$ cat src/spr_pkg.sv
package spr_pkg;
   // System clock rate
   localparam int CLK_MHZ = 100;
   // Least supply-to-select wait, in microseconds, and in cycles
   localparam int SEL_DELAY_US = 70;
   localparam int SEL_DELAY_CYC = SEL_DELAY_US * CLK_MHZ;
   // Longest power-up wait before program or erase, in milliseconds, and in cycles
   localparam int WR_DELAY_MS = 20;
   localparam int WR_DELAY_CYC = (WR_DELAY_MS * 1000 * CLK_MHZ);
   // Width of the power-up wait counters
   localparam int DLY_W = 22;
   // Instruction width and bit counter width
   localparam int OP_W = 8;
   localparam int BIT_W = 3;
   // Clock modes picked at each select
   localparam logic MODE_0 = 1'b0;
   localparam logic MODE_3 = 1'b1;
   // Default mode after power-up or reset
   localparam logic MODE_RST = MODE_3;
   // Serial output idle value and opcode reset value
   localparam logic SO_RST = 1'b0;
   localparam logic [OP_W-1:0] OP_RST = 8'h00;
   // Front end states
   typedef enum logic [1:0] {
      SPR_POR,
      SPR_STANDBY,
      SPR_SELECTED
   } spr_state_t;
endpackage

$ cat src/spr_por_state.sv
// Function
// RULE1: After power-up or reset the front end takes clock mode 3 until a select picks another.
// RULE2: After power-up or reset the serial output stays undriven until a command asks for data.
// RULE3: An instruction is only taken after a falling chip select seen after power-up or reset.
// RULE4: Each falling chip select samples the idle serial clock level to pick mode 0 or mode 3.
// RULE5: A low clock at the falling chip select means mode 0, a high clock means mode 3.
// RULE6: While the supply is below the power-on reset threshold all commands are ignored.
// RULE7: The host waits 70 us after the supply reaches its minimum before selecting the part.
// RULE8: The host waits up to 20 ms after the threshold before program or erase is allowed.
// RULE9: Once power-up completes the front end rests in standby, not deep power-down.
module spr_por_state #(
   parameter int SEL_CYC = spr_pkg::SEL_DELAY_CYC,
   parameter int WR_CYC = spr_pkg::WR_DELAY_CYC
) (
   // Clock and reset
   input wire logic clk_sys,
   input wire logic rst_b,
   // Supply monitor levels (asynchronous)
   input wire logic vcc_min_ok,
   input wire logic por_thresh_ok,
   // Serial pins from the host (asynchronous)
   input wire logic cs_b_pin,
   input wire logic sck_pin,
   input wire logic si_pin,
   // Output data request from the command core
   input wire logic out_req,
   input wire logic out_bit,
   // Serial output pin
   output logic so_o,
   output logic so_oe,
   // Front end status
   output logic mode3_o,
   output logic standby_o,
   output logic sel_ready_o,
   output logic wr_ready_o,
   // Received instruction
   output logic cmd_valid_o,
   output logic [spr_pkg::OP_W-1:0] cmd_op_o
);
   import spr_pkg::*;

   logic cs_b_m_r, cs_b_s_r, cs_b_d_r;
   logic sck_m_r, sck_s_r, sck_d_r;
   logic si_m_r, si_s_r;
   logic vmin_m_r, vmin_s_r;
   logic por_m_r, por_s_r;
   logic cs_fall, cs_rise, sck_rise, sck_fall;
   spr_state_t state_r;
   logic armed_r;
   logic [BIT_W-1:0] bit_cnt_r;
   logic [OP_W-1:0] shift_r;
   logic [DLY_W-1:0] sel_cnt_r, wr_cnt_r;
   localparam logic [DLY_W-1:0] SEL_LIM = DLY_W'(SEL_CYC);
   localparam logic [DLY_W-1:0] WR_LIM = DLY_W'(WR_CYC);

   // Two-flop synchronisers; select flops reset to selected so a held select is no edge
   always_ff @(posedge clk_sys or negedge rst_b) begin
      if (!rst_b) begin
         {cs_b_m_r, cs_b_s_r, sck_m_r, sck_s_r, si_m_r, si_s_r} <= 6'h00;
         {vmin_m_r, vmin_s_r, por_m_r, por_s_r} <= 4'h0;
      end else begin
         cs_b_m_r <= cs_b_pin;
         cs_b_s_r <= cs_b_m_r;
         sck_m_r <= sck_pin;
         sck_s_r <= sck_m_r;
         si_m_r <= si_pin;
         si_s_r <= si_m_r;
         vmin_m_r <= vcc_min_ok;
         vmin_s_r <= vmin_m_r;
         por_m_r <= por_thresh_ok;
         por_s_r <= por_m_r;
      end
   end

   // Edge history, read only from the second flops
   always_ff @(posedge clk_sys or negedge rst_b) begin
      if (!rst_b) begin
         cs_b_d_r <= 1'b0;
         sck_d_r <= 1'b0;
      end else begin
         cs_b_d_r <= cs_b_s_r;
         sck_d_r <= sck_s_r;
      end
   end

   // Select edges from the synced active-low pin, clock edges from the synced level
   assign cs_fall = ~cs_b_s_r & cs_b_d_r;
   assign cs_rise = cs_b_s_r & ~cs_b_d_r;
   assign sck_rise = sck_s_r & ~sck_d_r;
   assign sck_fall = ~sck_s_r & sck_d_r;

   // Front end state: held in reset below threshold, standby when idle
   always_ff @(posedge clk_sys or negedge rst_b) begin
      if (!rst_b) begin
         state_r <= SPR_POR;
      end else begin
         case (state_r)
            SPR_POR: if (por_s_r) state_r <= SPR_STANDBY; // [RULE9]
            SPR_STANDBY: if (!por_s_r) state_r <= SPR_POR; // [RULE6]
               else if (cs_fall) state_r <= SPR_SELECTED; // [RULE3]
            SPR_SELECTED: if (!por_s_r) state_r <= SPR_POR;
               else if (cs_b_s_r) state_r <= SPR_STANDBY;
            default: state_r <= SPR_POR;
         endcase
      end
   end

   // Armed only by a falling select seen outside power-on reset
   always_ff @(posedge clk_sys or negedge rst_b) begin
      if (!rst_b) begin
         armed_r <= 1'b0;
      end else if (!por_s_r || cs_rise) begin
         armed_r <= 1'b0; // [RULE6]
      end else if (cs_fall) begin
         armed_r <= 1'b1; // [RULE3]
      end
   end

   // Mode picked from the idle clock at each falling select outside power-on reset
   always_ff @(posedge clk_sys or negedge rst_b) begin
      if (!rst_b) begin
         mode3_o <= MODE_RST; // [RULE1]
      end else if (!por_s_r) begin
         mode3_o <= MODE_RST; // [RULE1]
      end else if (cs_fall) begin
         mode3_o <= sck_s_r ? MODE_3 : MODE_0; // [RULE4] [RULE5]
      end
   end

   // Instruction shifter, data taken on rising clock in either mode
   always_ff @(posedge clk_sys or negedge rst_b) begin
      if (!rst_b) begin
         bit_cnt_r <= '0;
         shift_r <= OP_RST;
         cmd_valid_o <= 1'b0;
         cmd_op_o <= OP_RST;
      end else begin
         cmd_valid_o <= 1'b0;
         if (cs_fall || !armed_r) begin
            bit_cnt_r <= '0;
         end else if (sck_rise && state_r == SPR_SELECTED) begin
            shift_r <= {shift_r[OP_W-2:0], si_s_r};
            bit_cnt_r <= bit_cnt_r + 1'b1;
            if (bit_cnt_r == BIT_W'(OP_W - 1) && por_s_r) begin
               cmd_valid_o <= 1'b1; // [RULE3] [RULE6]
               cmd_op_o <= {shift_r[OP_W-2:0], si_s_r};
            end
         end
      end
   end

   // Serial output driven only on request inside an armed select
   always_ff @(posedge clk_sys or negedge rst_b) begin
      if (!rst_b) begin
         so_o <= SO_RST;
         so_oe <= 1'b0; // [RULE2]
      end else begin
         so_oe <= armed_r && !cs_b_s_r && por_s_r && out_req; // [RULE2]
         if (sck_fall && armed_r && out_req) begin
            so_o <= out_bit;
         end
      end
   end

   // Standby flag
   always_ff @(posedge clk_sys or negedge rst_b) begin
      if (!rst_b) begin
         standby_o <= 1'b0;
      end else begin
         standby_o <= (state_r == SPR_STANDBY); // [RULE9]
      end
   end

   // Supply-to-select wait
   always_ff @(posedge clk_sys or negedge rst_b) begin
      if (!rst_b) begin
         sel_cnt_r <= '0;
         sel_ready_o <= 1'b0;
      end else if (!vmin_s_r) begin
         sel_cnt_r <= '0;
         sel_ready_o <= 1'b0;
      end else if (sel_cnt_r != SEL_LIM) begin
         sel_cnt_r <= sel_cnt_r + 1'b1;
      end else begin
         sel_ready_o <= 1'b1; // [RULE7]
      end
   end

   // Threshold-to-write wait; program and erase are allowed only after it
   always_ff @(posedge clk_sys or negedge rst_b) begin
      if (!rst_b) begin
         wr_cnt_r <= '0;
         wr_ready_o <= 1'b0;
      end else if (!por_s_r) begin
         wr_cnt_r <= '0;
         wr_ready_o <= 1'b0;
      end else if (wr_cnt_r != WR_LIM) begin
         wr_cnt_r <= wr_cnt_r + 1'b1;
      end else begin
         wr_ready_o <= 1'b1; // [RULE8]
      end
   end
endmodule

$ cat config.mk
export PLATFORM = sky130hd
export DESIGN_NAME = spr_por_state
export DESIGN_NICKNAME = d
export VERILOG_FILES = /design/src/spr_pkg.sv /design/src/spr_por_state.sv
export SDC_FILE = /design/constraint.sdc
export NUM_CORES = 1
export LEC_CHECK = 0
export BUFFER_PORTS_ARGS = -buffer_cell sky130_fd_sc_hd__clkbuf_2
export CAP_MARGIN = 20
export CORE_MARGIN = 2
export CORE_UTILIZATION = 60
export DETAILED_ROUTE_END_ITERATION = 10
export PLACE_DENSITY = 0.79
export SLEW_MARGIN = 15
export SYNTH_ARGS = -nofsm -noshare
export SYNTH_HDL_FRONTEND = slang
export SYNTH_SLANG_ARGS = --single-unit
$ cat constraint.sdc
create_clock -name clk_sys -period 1.9 [get_ports clk_sys]
set_input_delay 0.38 -clock clk_sys [delete_from_list [all_inputs] [get_ports clk_sys]]
set_output_delay 0.38 -clock clk_sys [all_outputs]
set_load 0.02 [all_outputs]
==> summary.txt <==
part of the Yosys area used for sequential elements: 0.5533
Post-synth top cells: 83 x dfrtp_1, 28 x nor2_1, 24 x a21oi_1, 19 x nand2_1, 19 x nand3_1
Yosys top cell by area: dfrtp_1
Max-slew headroom: 0.5868
overall die height: 83.60 um
Core Box Area: 6026 um2
I/O Buffers: 23
CP endpoint kind: flip-flop
Multi-input gate area: 1610 um2
CTS root buf: clkbuf_8
Avg WL per Cell: 14.84 um
post-synth top area share: 0.5464
Initial Util: 0.6308
CTS sink count: 84
Worst-Margin Slew: 0.6191 ns
Mapped Area: 3801 um2
most numerous cell in the Yosys netlist: dfrtp_1
Post-synth EDFFs: 0
largest net degree at the start of global routing: 45
RSZ-0062 raised after global routing: no
detailed-route DRC error count: 0
initial antenna violation count: 0
fillcell total: 448
CP Max Fanout: 9
nets: 397
Inst Count DP: 445
min Tclk post-route: 1.777 ns
Synth area leaders: dfrtp_1 55%, mux2_2 4.7%, xor2_1 3.5%, a21oi_1 3.2%, nor2_1 2.8%
Vias/cell: 5.794
Global Route Usage Sum: 0.2179
GR Util met1: 0.2915
Seq. cell area: 2103 um2
syn_nets: 362
GR peak layer: met2
Post-synth top flop: dfrtp_1
startpoint types: flip-flop
Row Count: 28
antenna cells: 0
vias in the first global route: 2683
final setup fails: 0
Fin. Hold Viols: 0
maxcap violations: 0
I/O pin count: 24
Seq cells post-synth: 84
clk_skew: 0.01035 ns
Pwr Density: 758.1 nW/um2
M2 GR Usage: 0.3535
DIE WIDTH: 83.60 um
antenna-violating nets left: 0
P&R area growth vs syn: 12.41%
htree depth: 3
iteration-0 DRC count of the detailed router: 119
dpl hpwl: 4701 um
Clock Latency Late Sink: 0.36 ns
worst hold path class: in2async
outcome: finished, final reports clean
worst hold margin: 0.005680 ns
setup total negative slack: 0 ns
global-route wire length before repair: 12330 um
DIE AREA: 6988 um2
Placer Congestion: 0.8715
VDD IR max: 0.0005490 V
worst path arrival time: 2.05 ns
post-synthesis area per instance: 10.95 um2
critical path class: reg2reg
GR Layer Usage met3: 0.05045
# hold bufs at CTS: 0
synthesized instance count: 347
fmax: 562.8 MHz
Post-Layout Cell Count: 462
Crit path required time: 2.18 ns
Final period util: 0.9351
total number of yosys warnings: 0
layout cell share with drive strength beyond 1: 0.2041
Post-synth ARST share: 1.000
drt pass-1 iters: 4
routed via count: 2677
Slew Limit Fails: 0
final wirelength: 6856 um
CTS clock-pin slew for the worst setup and hold paths: 0.09 ns
TritonCTS clock tree: built
grt ovf: 0
CTS buffer count: 9
clk buf depth: 2
Leak Pwr: 1.939 nW
Yosys cell types: 42
## state kept, by name, indices dropped and copies added (netlist names), 2 cells and up
name and cells:
shift_r 7, wr_cnt_r 22, bit_cnt_r 3, cmd_op_o 8, state_r 2, sel_cnt_r 22
## placed cells by master, fill, tap and decap left out, drive strengths merged, types with 4 or more instances in the layout
master,instances
nand2,19
buf,14
inv,13
xnor2,7
ha,6
o21ai,12
or4,7
and3,9
mux2i,6
o31ai,6
nor2b,4
dfrtp,83
xor2,15
nor2,28
nand4,11
a21oi,24
nor3,6
and4,7
nand3,20
mux2,16
or3,9
nor4,6
clkbuf,33
nor4b,5
nand2b,5
## critical path: stages, from the launching register on
cell and delay, ns:
dfrtp_1 0.45, and4_1 0.30, nand4_2 0.26, or4_1 0.53
a21oi_1 0.16
## area by class of cell
class / instances / area share
sequential: 84 / 0.4922
multi-input combinational: 239 / 0.3769
timing repair buffer: 36 / 0.05329
clock buffer: 11 / 0.03543
tap: 75 / 0.02196
inverter: 12 / 0.01054
clock inverter: 5 / 0.009663
## metrics by stage
stage | power, W | setup slack [ns] | util | area [um2]
3_3_place_gp | 0.002043 | 0.1358 | 0.6742 | 4063
6_report | 0.003239 | 0.1233 | 0.7091 | 4273
3_5_place_dp | 0.002047 | 0.07798 | 0.6742 | 4063
4_1_cts | 0.003256 | 0.05642 | 0.7062 | 4255
2_1_floorplan | 0.001959 | 0.1675 | - | 3801
5_1_grt | 0.003359 | 0.01975 | 0.7091 | 4273
## cell families after synthesis
group,count (synthesis),synth area share
and+or+nand+nor,143,0.2196
DFF,84,0.5533
muxes,22,0.06320
AOI/OAI and AO/OA,46,0.06781
buffers and inverters,24,0.02567
xor gates and xnor gates,22,0.05069
adders and majority gates,6,0.01975
## metal layers
layer  wire length [um]  vias up
met5                  0        -
li1                   -     1311
met3                222        9
met1               3241     1311
met2               3292       46
met4                 99        0
## where the power goes
part           internal [W]  leakage [nW]  switching (W)
Combinational     0.0000559         0.715       0.000102
Sequential          0.00182          1.13      0.0000291
Clock              0.000558        0.0926       0.000673
## worst paths after layout
check / to / slack [ns] / depth (start not counted) / start
worst max-delay path: sel_cnt_r[17]$_DFFE_PN0P_ / 0.12 / 4 / sel_cnt_r[6]$_DFFE_PN0P_
worst min-delay path: wr_cnt_r[15]$_DFFE_PN0P_ / 0.006 / 1 / rst_b
worst max register to register: sel_cnt_r[17]$_DFFE_PN0P_ / 0.12 / 4 / sel_cnt_r[6]$_DFFE_PN0P_
worst min register to register: si_s_r$_DFF_PN0_ / 0.35 / 0 / si_m_r$_DFF_PN0_
max in group asynchronous: sel_cnt_r[2]$_DFFE_PN0P_ / 1.32 / 2 / rst_b
min in group clk_sys: cs_b_m_r$_DFF_PN0_ / 0.12 / 1 / cs_b_pin
## timing repair
| item | CTS | global route |
|---|---|---|
| resized for setup | 0 | 3 |
| setup endpoints to repair | 0 | 15 |
| buffers inserted | 0 | 1 |
No activity file was read; power rests on OpenSTA's default activity.
